===== src/dbq_cfg.svh =====
// dbq_cfg.svh: offsets, reset values and piece counts of the queue pair
`ifndef DBQ_CFG_SVH
`define DBQ_CFG_SVH

// ****************************************************************
// offset choices for almost-full / almost-empty
// ****************************************************************
`define DBQ_OFFSET_HH 7'h10
`define DBQ_OFFSET_HL 7'h0c
`define DBQ_OFFSET_LH 7'h08
`define DBQ_OFFSET_LL 7'h04
`define DBQ_OFFSET_RESET 7'h04

// ****************************************************************
// reset values of flags and drivers
// ****************************************************************
`define DBQ_FULL_N_RESET 1'b0
`define DBQ_EMPTY_N_RESET 1'b0
`define DBQ_AE_N_RESET 1'b0
`define DBQ_AF_N_RESET 1'b1
`define DBQ_MAIL_N_RESET 1'b1
`define DBQ_OE_N_RESET 1'b1

// ****************************************************************
// pieces that follow the first one of a long word on port b
// ****************************************************************
`define DBQ_BYTE_MORE 2'h3
`define DBQ_WORD_MORE 2'h1
`define DBQ_LONG_MORE 2'h0

`endif


===== src/dbq_pkg.sv =====
// dbq_pkg.sv: types shared by the queue pair
package dbq_pkg;
    // port b bus size, coded as {size_high, size_low}
    typedef enum logic [1:0] {
        DBQ_SIZE_LONG,
        DBQ_SIZE_BYTE,
        DBQ_SIZE_WORD,
        DBQ_SIZE_MAIL
    } dbq_size_t;
endpackage : dbq_pkg


===== src/dbq_queue.sv =====
// dbq_queue.sv: one queue, flip-flop storage with read and write pointers
module dbq_queue #(
    parameter int WIDTH = 36,
    parameter int ADDR_W = 6
) (
    input wire logic ref_clk, // system clock
    input wire logic clear, // synchronous clear of pointers
    input wire logic wr_en, // store wr_data this cycle
    input wire logic [WIDTH-1:0] wr_data, // word to store
    input wire logic rd_en, // advance past head word
    output logic [ADDR_W:0] wr_ptr, // write pointer, one wrap bit
    output logic [ADDR_W:0] rd_ptr, // read pointer, one wrap bit
    output logic [WIDTH-1:0] rd_data // head word
);
    logic [WIDTH-1:0] mem [2**ADDR_W];

    // storage needs no reset: nothing reads a slot before it is written
    always_ff @(posedge ref_clk) begin
        if (wr_en) begin
            mem[wr_ptr[ADDR_W-1:0]] <= wr_data;
        end
    end

    always_ff @(posedge ref_clk) begin
        if (clear) begin
            wr_ptr <= '0;
        end else if (wr_en) begin
            wr_ptr <= wr_ptr + 1'b1;
        end
    end

    always_ff @(posedge ref_clk) begin
        if (clear) begin
            rd_ptr <= '0;
        end else if (rd_en) begin
            rd_ptr <= rd_ptr + 1'b1;
        end
    end

    assign rd_data = mem[rd_ptr[ADDR_W-1:0]];

    property p_both_taken;
        @(posedge ref_clk) disable iff (clear)
        wr_en && rd_en |=> (wr_ptr - rd_ptr) == $past(wr_ptr - rd_ptr)
            && wr_ptr != $past(wr_ptr);
    endproperty
    a_both_taken: assert property (p_both_taken)
        else $error("simultaneous write and read not both taken");
endmodule : dbq_queue


===== src/dbq_ptr_sync.sv =====
// dbq_ptr_sync.sv: carries a pointer over two stages clocked by port edges
module dbq_ptr_sync #(
    parameter int W = 7
) (
    input wire logic ref_clk, // system clock
    input wire logic clear, // synchronous clear
    input wire logic tick, // rising edge of the receiving port clock
    input wire logic [W-1:0] d, // pointer from the far side
    output logic [W-1:0] q, // pointer after two port edges
    output logic q_valid // two port edges seen since clear
);
    logic [W-1:0] stage1;
    logic valid1;

    // a pointer that moves in the same cycle as tick is caught one edge later
    always_ff @(posedge ref_clk) begin
        if (clear) begin
            stage1 <= '0;
            valid1 <= 1'b0;
        end else if (tick) begin
            stage1 <= d;
            valid1 <= 1'b1;
        end
    end

    always_ff @(posedge ref_clk) begin
        if (clear) begin
            q <= '0;
            q_valid <= 1'b0;
        end else if (tick) begin
            q <= stage1;
            q_valid <= valid1;
        end
    end

    property p_moves_on_tick;
        @(posedge ref_clk) disable iff (clear)
        !tick ##1 !clear |-> $stable(q) && $stable(q_valid);
    endproperty
    a_moves_on_tick: assert property (p_moves_on_tick)
        else $error("synchronised pointer moved without a port edge");
endmodule : dbq_ptr_sync


===== src/dbq_top.sv =====
// dbq_top.sv: two opposite 36-bit queues between port a and port b with flags
// ****************************************************************
// ****************************************************************
`include "dbq_cfg.svh"

module dbq_top #(
    parameter int WIDTH = 36,
    parameter int ADDR_W = 6
) (
    input wire logic ref_clk, // system clock, 100 MHz
    input wire logic srst, // synchronous reset, active high
    input wire logic dev_reset_n, // device reset pin, active low
    input wire logic offset_select_low, // offset select, low bit
    input wire logic offset_select_high, // offset select, high bit
    input wire logic port_a_clock, // port a clock, sampled
    input wire logic port_a_select_n, // port a chip select
    input wire logic port_a_write_not_read, // port a direction
    input wire logic port_a_enable, // port a transfer enable
    input wire logic port_a_mailbox_select, // port a mailbox select
    input wire logic [WIDTH-1:0] port_a_data_in, // port a pin level
    output logic [WIDTH-1:0] port_a_data_out, // port a output register
    output logic port_a_data_oe_n, // port a driver enable
    output logic port_a_full_n, // a-to-b queue full
    output logic port_a_almost_full_n, // a-to-b queue almost full
    output logic port_a_empty_n, // b-to-a queue empty
    output logic port_a_almost_empty_n, // b-to-a queue almost empty
    input wire logic port_b_clock, // port b clock, sampled
    input wire logic port_b_select_n, // port b chip select
    input wire logic port_b_write_not_read, // port b direction
    input wire logic port_b_enable, // port b transfer enable
    input wire logic port_b_size_low, // port b bus size, low bit
    input wire logic port_b_size_high, // port b bus size, high bit
    input wire logic [WIDTH-1:0] port_b_data_in, // port b pin level
    output logic [WIDTH-1:0] port_b_data_out, // port b output register
    output logic port_b_data_oe_n, // port b driver enable
    output logic port_b_full_n, // b-to-a queue full
    output logic port_b_almost_full_n, // b-to-a queue almost full
    output logic port_b_empty_n, // a-to-b queue empty
    output logic port_b_almost_empty_n, // a-to-b queue almost empty
    output logic mail_one_flag_n, // mail one flag, held high
    output logic mail_two_flag_n // mail two flag, held high
);
    localparam int LVL_W = ADDR_W + 1;
    localparam int DEPTH = 2**ADDR_W;

    // ****************************************************************
    // helpers
    // ****************************************************************
    function automatic logic [LVL_W-1:0] fill(input logic [LVL_W-1:0] head,
                                             input logic [LVL_W-1:0] tail);
        return LVL_W'(head - tail);
    endfunction : fill

    function automatic logic [LVL_W-1:0] offset_of(input logic hi, input logic lo);
        unique case ({hi, lo})
            2'b11: return LVL_W'(`DBQ_OFFSET_HH);
            2'b10: return LVL_W'(`DBQ_OFFSET_HL);
            2'b01: return LVL_W'(`DBQ_OFFSET_LH);
            2'b00: return LVL_W'(`DBQ_OFFSET_LL);
        endcase
    endfunction : offset_of

    function automatic logic [WIDTH-1:0] low_piece(input logic [WIDTH-1:0] w,
                                                  input dbq_pkg::dbq_size_t s);
        unique case (s)
            dbq_pkg::DBQ_SIZE_BYTE: return {{(WIDTH-WIDTH/4){1'b0}}, w[WIDTH/4-1:0]};
            dbq_pkg::DBQ_SIZE_WORD: return {{(WIDTH-WIDTH/2){1'b0}}, w[WIDTH/2-1:0]};
            dbq_pkg::DBQ_SIZE_LONG: return w;
            dbq_pkg::DBQ_SIZE_MAIL: return w;
        endcase
    endfunction : low_piece

    function automatic logic [WIDTH-1:0] rest_of(input logic [WIDTH-1:0] w,
                                                input dbq_pkg::dbq_size_t s);
        unique case (s)
            dbq_pkg::DBQ_SIZE_BYTE: return w >> (WIDTH/4);
            dbq_pkg::DBQ_SIZE_WORD: return w >> (WIDTH/2);
            dbq_pkg::DBQ_SIZE_LONG: return '0;
            dbq_pkg::DBQ_SIZE_MAIL: return '0;
        endcase
    endfunction : rest_of

    function automatic logic [1:0] more_of(input dbq_pkg::dbq_size_t s);
        unique case (s)
            dbq_pkg::DBQ_SIZE_BYTE: return `DBQ_BYTE_MORE;
            dbq_pkg::DBQ_SIZE_WORD: return `DBQ_WORD_MORE;
            dbq_pkg::DBQ_SIZE_LONG: return `DBQ_LONG_MORE;
            dbq_pkg::DBQ_SIZE_MAIL: return `DBQ_LONG_MORE;
        endcase
    endfunction : more_of

    // ****************************************************************
    // edges, reset and offset
    // ****************************************************************
    logic a_clk_q, b_clk_q, rst_n_q;
    logic a_tick, b_tick, dev_clear, rst_rise;
    logic [LVL_W-1:0] offset_x;

    assign a_tick = port_a_clock & ~a_clk_q;
    assign b_tick = port_b_clock & ~b_clk_q;
    // the device pin works as a second, synchronous clear
    assign dev_clear = srst | ~dev_reset_n;
    assign rst_rise = dev_reset_n & ~rst_n_q;

    always_ff @(posedge ref_clk) begin
        if (srst) begin
            a_clk_q <= 1'b0;
            b_clk_q <= 1'b0;
            rst_n_q <= 1'b0;
        end else begin
            a_clk_q <= port_a_clock;
            b_clk_q <= port_b_clock;
            rst_n_q <= dev_reset_n;
        end
    end

    always_ff @(posedge ref_clk) begin
        if (srst) begin
            offset_x <= LVL_W'(`DBQ_OFFSET_RESET);
        end else if (rst_rise) begin
            offset_x <= offset_of(offset_select_high, offset_select_low);
        end
    end

    // ****************************************************************
    // queues and pointer crossing
    // ****************************************************************
    logic [LVL_W-1:0] ab_wr_ptr, ab_rd_ptr, ba_wr_ptr, ba_rd_ptr;
    logic [LVL_W-1:0] ab_wr_at_b, ab_rd_at_a, ba_wr_at_a, ba_rd_at_b;
    logic ab_wr_at_b_v, ab_rd_at_a_v, ba_wr_at_a_v, ba_rd_at_b_v;
    logic [WIDTH-1:0] ab_head, ba_head;
    logic a_wr_go, a_rd_go, b_wr_go, b_rd_sel, b_pop, b_more;
    dbq_pkg::dbq_size_t b_size, b_size_q;

    dbq_queue #(.WIDTH(WIDTH), .ADDR_W(ADDR_W)) u_a_to_b_queue (
        .ref_clk(ref_clk),
        .clear(dev_clear),
        .wr_en(a_wr_go),
        .wr_data(port_a_data_in),
        .rd_en(b_pop),
        .wr_ptr(ab_wr_ptr),
        .rd_ptr(ab_rd_ptr),
        .rd_data(ab_head)
    );

    dbq_queue #(.WIDTH(WIDTH), .ADDR_W(ADDR_W)) u_b_to_a_queue (
        .ref_clk(ref_clk),
        .clear(dev_clear),
        .wr_en(b_wr_go),
        .wr_data(port_b_data_in),
        .rd_en(a_rd_go),
        .wr_ptr(ba_wr_ptr),
        .rd_ptr(ba_rd_ptr),
        .rd_data(ba_head)
    );

    // each far pointer takes two edges of the port that owns the flag
    dbq_ptr_sync #(.W(LVL_W)) u_ab_wr_to_b (
        .ref_clk(ref_clk), .clear(dev_clear), .tick(b_tick),
        .d(ab_wr_ptr), .q(ab_wr_at_b), .q_valid(ab_wr_at_b_v)
    );
    dbq_ptr_sync #(.W(LVL_W)) u_ab_rd_to_a (
        .ref_clk(ref_clk), .clear(dev_clear), .tick(a_tick),
        .d(ab_rd_ptr), .q(ab_rd_at_a), .q_valid(ab_rd_at_a_v)
    );
    dbq_ptr_sync #(.W(LVL_W)) u_ba_wr_to_a (
        .ref_clk(ref_clk), .clear(dev_clear), .tick(a_tick),
        .d(ba_wr_ptr), .q(ba_wr_at_a), .q_valid(ba_wr_at_a_v)
    );
    dbq_ptr_sync #(.W(LVL_W)) u_ba_rd_to_b (
        .ref_clk(ref_clk), .clear(dev_clear), .tick(b_tick),
        .d(ba_rd_ptr), .q(ba_rd_at_b), .q_valid(ba_rd_at_b_v)
    );

    // ****************************************************************
    // flag conditions
    // ****************************************************************
    logic a_full_c, a_af_c, a_empty_c, a_ae_c;
    logic b_full_c, b_af_c, b_empty_c, b_ae_c;
    logic [1:0] b_pieces, next_b_pieces;

    // valid bits hold reset values until two edges of the own clock
    always_comb begin
        a_full_c = ab_rd_at_a_v && fill(ab_wr_ptr, ab_rd_at_a) != LVL_W'(DEPTH);
        a_af_c = !ab_rd_at_a_v
            || fill(ab_wr_ptr, ab_rd_at_a) < LVL_W'(LVL_W'(DEPTH) - offset_x);
        a_empty_c = ba_wr_at_a_v && ba_wr_at_a != ba_rd_ptr;
        a_ae_c = ba_wr_at_a_v && fill(ba_wr_at_a, ba_rd_ptr) > offset_x;
        b_full_c = ba_rd_at_b_v && fill(ba_wr_ptr, ba_rd_at_b) != LVL_W'(DEPTH);
        b_af_c = !ba_rd_at_b_v
            || fill(ba_wr_ptr, ba_rd_at_b) < LVL_W'(LVL_W'(DEPTH) - offset_x);
        b_empty_c = ab_wr_at_b_v && ab_wr_at_b != ab_rd_ptr;
        b_ae_c = ab_wr_at_b_v && fill(ab_wr_at_b, ab_rd_ptr) > offset_x;
    end

    always_ff @(posedge ref_clk) begin
        if (dev_clear) begin
            port_a_full_n <= `DBQ_FULL_N_RESET;
            port_a_almost_full_n <= `DBQ_AF_N_RESET;
            port_a_empty_n <= `DBQ_EMPTY_N_RESET;
            port_a_almost_empty_n <= `DBQ_AE_N_RESET;
            port_b_full_n <= `DBQ_FULL_N_RESET;
            port_b_almost_full_n <= `DBQ_AF_N_RESET;
            port_b_empty_n <= `DBQ_EMPTY_N_RESET;
            port_b_almost_empty_n <= `DBQ_AE_N_RESET;
            mail_one_flag_n <= `DBQ_MAIL_N_RESET;
            mail_two_flag_n <= `DBQ_MAIL_N_RESET;
        end else begin
            port_a_full_n <= a_full_c;
            port_a_almost_full_n <= a_af_c;
            port_a_empty_n <= a_empty_c;
            port_a_almost_empty_n <= a_ae_c;
            port_b_full_n <= b_full_c;
            port_b_almost_full_n <= b_af_c;
            // stays high until the last piece of a long word is out
            port_b_empty_n <= b_empty_c | (next_b_pieces != 2'h0);
            port_b_almost_empty_n <= b_ae_c;
        end
    end

    // ****************************************************************
    // port a transfers
    // ****************************************************************
    // flags only change on own edges, so the pin value is current at a_tick
    assign a_wr_go = a_tick & ~port_a_select_n & port_a_write_not_read & port_a_enable
        & ~port_a_mailbox_select & port_a_full_n;
    assign a_rd_go = a_tick & ~port_a_select_n & ~port_a_write_not_read & port_a_enable
        & ~port_a_mailbox_select & port_a_empty_n;

    always_ff @(posedge ref_clk) begin
        if (srst) begin
            port_a_data_out <= '0;
        end else if (a_rd_go) begin
            port_a_data_out <= ba_head;
        end
    end

    always_ff @(posedge ref_clk) begin
        if (srst) begin
            port_a_data_oe_n <= `DBQ_OE_N_RESET;
        end else begin
            port_a_data_oe_n <= port_a_select_n | port_a_write_not_read;
        end
    end

    // ****************************************************************
    // port b transfers and bus sizing
    // ****************************************************************
    logic [WIDTH-1:0] b_hold;

    assign b_size = dbq_pkg::dbq_size_t'({port_b_size_high, port_b_size_low});
    assign b_wr_go = b_tick & ~port_b_select_n & port_b_write_not_read & port_b_enable
        & (b_size != dbq_pkg::DBQ_SIZE_MAIL) & port_b_full_n;
    assign b_rd_sel = b_tick & ~port_b_select_n & ~port_b_write_not_read & port_b_enable
        & (b_size != dbq_pkg::DBQ_SIZE_MAIL);
    assign b_more = b_rd_sel & (b_pieces != 2'h0);
    assign b_pop = b_rd_sel & (b_pieces == 2'h0) & port_b_empty_n;

    always_comb begin
        next_b_pieces = b_pieces;
        if (dev_clear) begin
            next_b_pieces = 2'h0;
        end else if (b_pop) begin
            next_b_pieces = more_of(b_size);
        end else if (b_more) begin
            next_b_pieces = b_pieces - 2'h1;
        end
    end

    // size is held per long word; a change mid-word takes effect on the next one
    always_ff @(posedge ref_clk) begin
        if (dev_clear) begin
            b_pieces <= 2'h0;
            b_size_q <= dbq_pkg::DBQ_SIZE_LONG;
            b_hold <= '0;
        end else begin
            b_pieces <= next_b_pieces;
            if (b_pop) begin
                b_size_q <= b_size;
                b_hold <= rest_of(ab_head, b_size);
            end else if (b_more) begin
                b_hold <= rest_of(b_hold, b_size_q);
            end
        end
    end

    always_ff @(posedge ref_clk) begin
        if (srst) begin
            port_b_data_out <= '0;
        end else if (b_pop) begin
            port_b_data_out <= low_piece(ab_head, b_size);
        end else if (b_more) begin
            port_b_data_out <= low_piece(b_hold, b_size_q);
        end
    end

    always_ff @(posedge ref_clk) begin
        if (srst) begin
            port_b_data_oe_n <= `DBQ_OE_N_RESET;
        end else begin
            port_b_data_oe_n <= port_b_select_n | port_b_write_not_read;
        end
    end

    // ****************************************************************
    // checks
    // ****************************************************************
    property p_reset_flags;
        @(posedge ref_clk) dev_clear |=> !port_a_full_n && !port_b_full_n
            && !port_a_empty_n && !port_b_empty_n && !port_a_almost_empty_n
            && !port_b_almost_empty_n && port_a_almost_full_n && port_b_almost_full_n
            && mail_one_flag_n && mail_two_flag_n;
    endproperty
    a_reset_flags: assert property (p_reset_flags)
        else $error("flags wrong after device reset");

    property p_full_after_reset;
        @(posedge ref_clk) disable iff (dev_clear)
        $rose(port_a_full_n) |-> $past(ab_rd_at_a_v);
    endproperty
    a_full_after_reset: assert property (p_full_after_reset)
        else $error("port a full flag rose before two port a edges");

    property p_offset_load;
        @(posedge ref_clk) disable iff (srst)
        rst_rise |=> offset_x == $past(offset_of(offset_select_high, offset_select_low));
    endproperty
    a_offset_load: assert property (p_offset_load)
        else $error("offset not loaded on reset release");

    property p_a_drive;
        @(posedge ref_clk) disable iff (srst)
        !port_a_select_n && !port_a_write_not_read |=> !port_a_data_oe_n;
    endproperty
    a_a_drive: assert property (p_a_drive)
        else $error("port a not driving on read select");

    property p_b_release;
        @(posedge ref_clk) disable iff (srst)
        port_b_select_n || port_b_write_not_read |=> port_b_data_oe_n;
    endproperty
    a_b_release: assert property (p_b_release)
        else $error("port b driving while deselected");

    property p_a_write;
        @(posedge ref_clk) disable iff (srst)
        a_wr_go && !b_pop && !dev_clear |=>
            fill(ab_wr_ptr, ab_rd_ptr) == LVL_W'($past(fill(ab_wr_ptr, ab_rd_ptr)) + 1'b1);
    endproperty
    a_a_write: assert property (p_a_write)
        else $error("port a write did not add one word");

    property p_no_enable;
        @(posedge ref_clk) disable iff (dev_clear)
        !port_a_enable |=> $stable(ab_wr_ptr) && $stable(ba_rd_ptr);
    endproperty
    a_no_enable: assert property (p_no_enable)
        else $error("transfer on port a with enable low");

    property p_full_block;
        @(posedge ref_clk) disable iff (dev_clear)
        !port_b_full_n |=> $stable(ba_wr_ptr);
    endproperty
    a_full_block: assert property (p_full_block)
        else $error("write taken while port b full flag low");

    property p_empty_block;
        @(posedge ref_clk) disable iff (dev_clear)
        !port_a_empty_n |=> $stable(ba_rd_ptr) && $stable(port_a_data_out);
    endproperty
    a_empty_block: assert property (p_empty_block)
        else $error("read taken while port a empty flag low");

    property p_byte_pieces;
        @(posedge ref_clk) disable iff (dev_clear)
        b_pop && b_size == dbq_pkg::DBQ_SIZE_BYTE |=> b_pieces == `DBQ_BYTE_MORE
            && port_b_empty_n;
    endproperty
    a_byte_pieces: assert property (p_byte_pieces)
        else $error("byte read did not leave three pieces pending");
endmodule : dbq_top


===== config.mk =====
export PLATFORM = sky130hd
export DESIGN_NAME = dbq_top
export DESIGN_NICKNAME = d
export VERILOG_FILES = /design/src/dbq_pkg.sv /design/src/dbq_queue.sv /design/src/dbq_ptr_sync.sv /design/src/dbq_top.sv
export VERILOG_INCLUDE_DIRS = /design/src /design/src/src
export SDC_FILE = /design/constraint.sdc
export NUM_CORES = 2
export LEC_CHECK = 0
export BUFFER_PORTS_ARGS = -buffer_cell sky130_fd_sc_hd__buf_2
export CORE_UTILIZATION = 36
export DETAILED_ROUTE_END_ITERATION = 16
export MAX_ROUTING_LAYER = met4
export PLACE_DENSITY = 0.59
export REMOVE_ABC_BUFFERS = 1
export SLEW_MARGIN = 25
export SYNTH_ARGS = -nofsm -noshare
export SYNTH_HDL_FRONTEND = slang
export SYNTH_MEMORY_MAX_BITS = 65536
export SYNTH_SLANG_ARGS = --single-unit

===== constraint.sdc =====
create_clock -name ref_clk -period 4.7 [get_ports ref_clk]
set_input_delay 0.47 -clock ref_clk [delete_from_list [all_inputs] [get_ports ref_clk]]
set_output_delay 0.47 -clock ref_clk [all_outputs]
set_load 0.01 [all_outputs]

==> impl_results.md <==
- Outcome: finished clean
- Fmax: 0.237 GHz
- Clock share of power: 43.8%
- Routed len/inst: 33.1 µm
- Reg-to-reg critical path endpoint: port_b_data_out[33]
- Final Slew Violations: 0
- Leakage: 0.0645 µW
- Hold Crit Class: in -> reg
- PD cells: 399 nW/µm²
- DRT Pass-1 Iters: 6
- Tmin final: approximately 4.2 ns
- Max cap viols: 0
- Post-synthesis mux area share: ~16%
- Post-synth ARST share: 0%
- Worst reg2reg setup slack: 0.48 ns
- DRT iter0 DRCs: 12,467
- Core box area: 513,000 µm²
- Crit end category: flip-flop
- Combinational share of power: about 1.1%
- Area growth, synth to finish: 15.5%
- Critical path endpoint: port_b_data_out[33]
- Dpl hpwl: 320,000 µm
- Slew @ Worst Pin: 1.12 ns
- Simple-Gate Fraction of Synth Area: 2.31%
- Commonest cells after routing, fill and taps aside: edfxtp_1, mux4_2, clkbuf_16
- Mapped Cells: 8,515
- Mapped Area: around 190,000 µm²
- Port bufs: 169
- Relative slew slack: 24.5%
- Finished Cell Area: 214,000 µm²
- Post-cts sizing count: 0
- DP Worst Slack: 0.559 ns
- Crit start category: flip-flop
- Largest family of logic cells by synthesized area: multiplexers
- First-pass GRT wire length: ~750,000 µm
- Synthesized flop and latch total: 4,821
- Die Y-Extent: 719 µm
- # setup viols final: 0
- Post-synthesis compound-gate area fraction: 2.27%
- Ys Warns: 0
- Ys flop type: edfxtp_1
- Worst Slack Setup Final: between 0.4 and 0.5 ns
- Share of cells above drive strength 1: 28.8%
- Switching Power: approximately 17,000 µW
- Crit share post-route: 89.8%
- Max incr delay on CP: between 1 and 1.5 ns
- Seq pwr share: approximately 55%
- Vias/cell: 5.72
- Pint: 68,100 µW
- DRC violations left: 0
- Critical Path AT: 5.12 ns
- Number of top-level pins: approximately 170
- Setup CP Type: reg -> reg
- Xor/xnor share of the synthesized area: 0.189%
- Total power: 85,400 µW
- Root buf cell: clkbuf_16
- Slowest cell on the critical path: dfxtp_4
- Vias in the first global route: 93,062
- Initial core utilization: 36.1%
- Fin util: 41.7%
- Global route overflow: 0
- EDFF count, synth: 4,608
- Post-layout net count: 9,322
- Initial antenna violation count: 51
- Final WL: 541,000 µm
- Num Clock Sinks: 4,821
- CTS clk-pin slew, worst paths: 0.06 ns
- Routed vias: around 94,000
- DIE WIDTH: 719 µm
- VDD IR-drop max: about 0.34 mV
- Synth unique cells: 91
- Routed Antenna Nets: 0
- Post-Synth Adder-Cell Area: less than 1%
- CP max FO: 34
- CTS tree: yes
- Total CTS buffers: 476
- H-tree levels: 5
- Sequential-to-total area share from yosys stat: between 70% and 80%
- Worst reg-to-reg path cell count: 9
- Most frequent CP cell: buf_4
- Gpl congestion: 0.918
- RSZ-0062 raised after global routing: false
- Largest net degree at the start of global routing: 100
- Total Neg Setup Slack: 0 ns
- GRT Overall Usage: 21.0%
- Worst skew pair latency: around 1.1 ns
- Total Die Area: 517,000 µm²
- Commonest non-fill, non-tap cell in the layout: edfxtp_1
- Post-Place Cell Area: ~200,000 µm²
- WP data required: 5.60 ns
- CP Cell Sequence: buf_12, buf_4, mux4_2, mux2i_1, a2111oi_0, buf_4, a311oi_2, a2bb2oi_1, nor2_1
- Switching share of power: 20.2%
- Clock skew: 0.128 ns
- Core Rows: between 200 and 300
- Final Hold Fails: 0
- Setup bufs post-CTS: 0
- Post-synthesis area per instance: 21.8 µm²
- Clk buf depth: 4
- Fill count: around 44,000
worst min-delay path by stage:
stage / from / endpoint / slack, ns / depth (start not counted)
2_1_floorplan: u_a_to_b_queue.rd_ptr[4] / u_ab_rd_to_a.stage1[4] / 0.43 / 2
3_3_place_gp: u_ba_rd_to_b.stage1[2] / u_ba_rd_to_b.q[2] / 0.44 / 2
3_5_place_dp: u_ba_wr_to_a.stage1[1] / u_ba_wr_to_a.stage1[1] / 0.45 / 2
4_1_cts: port_b_data_in[14] / u_b_to_a_queue.mem[12][14] / 0.0003 / 1
5_1_grt: port_a_data_in[22] / u_a_to_b_queue.mem[42][22] / 0.005 / 1
6_report: port_a_data_in[22] / u_a_to_b_queue.mem[34][22] / 0.04 / 1
repair_timing:
| action | 4_1_cts | 5_1_grt |
|---|---|---|
| hold buffers | 17 | 5 |
| endpoints found under the hold margin | 204 | 92 |
| endpoints found under the setup margin | 0 | 0 |
Yosys cell counts (all sizes together), types with 73 or more instances:
library cell,instances,area [µm²]
edfxtp,4608,138000
mux4,1251,28200
nand2,394,1480
nor2,308,1160
buf,275,1770
dfxtp,213,4260
clkbuf,203,762
mux2i,185,1850
a21oi,162,811
nand3,99,500
o21ai,86,430
o22ai,73,457
layer usage:
metal  track usage, %  up-vias  wire length [µm]
li1                 -    37106                 -
met1             27.5    50758            212000
met2             33.1     4915            259000
met3             3.68      904             47800
met4             7.61        0             23100
met5                -        -                 0
state kept, by name, indices dropped and copies added (netlist names), 2 cells and up, named ones only:
signal	flops
u_a_to_b_queue.rd_ptr	7
u_ba_wr_to_a.q	7
u_ab_rd_to_a.stage1	7
u_a_to_b_queue.mem	2304
u_ab_wr_to_b.q	7
u_ab_rd_to_a.q	7
b_pieces	2
u_b_to_a_queue.wr_ptr	7
u_ba_wr_to_a.stage1	7
port_a_data_out	36
b_size_q	2
u_ba_rd_to_b.stage1	7
b_hold	27
port_b_data_out	36
offset_x	3
u_a_to_b_queue.wr_ptr	7
u_ab_wr_to_b.stage1	7
u_b_to_a_queue.rd_ptr	7
u_b_to_a_queue.mem	2304
u_ba_rd_to_b.q	7
kinds of logic (layout without fill, tap and decap cells):
kind of cell    count (synthesis)  in the layout
flops                        4821           4821
mux                          1461           1461
simple gates                  981            981
compound gates                618            618
buf+inv                       538           1589
fa+ha+maj                      55             55
xor+xnor                       40             40
other cells                     1             43
stage by stage:
step / hold WS (ns) / cells
after floorplan: 0.432 / 8038
after global placement: 0.441 / 15434
after detailed placement: 0.447 / 15436
after CTS: 0.000349 / 16319
after global routing: 0.00463 / 16348
final: 0.0423 / 16365
power groups by stage:
stage / clock, µW / combinational (µW) / sequential [µW]
6_report: 37400 / 958 / 47000
3_3_place_gp: 0 / 883 / 47900
4_1_cts: 37900 / 963 / 47000
5_1_grt: 39500 / 1020 / 47000
3_5_place_dp: 0 / 952 / 47900
2_1_floorplan: 0 / 56.8 / 47900
critical path: cells and delay by family, from the launching register on:
kind            cells  cell delay, ns
compound gates      3            1.15
flops               1            1.04
mux                 2            0.95
buf+inv             3            0.82
simple gates        1            0.05
final cells by class:
cell class / instances / area (µm²) / area share (%)
Timing Repair Buffer: 663 / 6400 / 2.99
Tap cell: 6757 / 8450 / 3.95
Multi-Input combinational cell: 3157 / 40900 / 19.1
Sequential cell: 4821 / 143000 / 66.7
Inverter: 60 / 236 / 0.110
Clock buffer: 601 / 12500 / 5.86
Clock inverter: 265 / 2680 / 1.25
Antenna cell: 41 / 103 / 0.0479
Note: power is estimated with default switching activity, not from simulation.
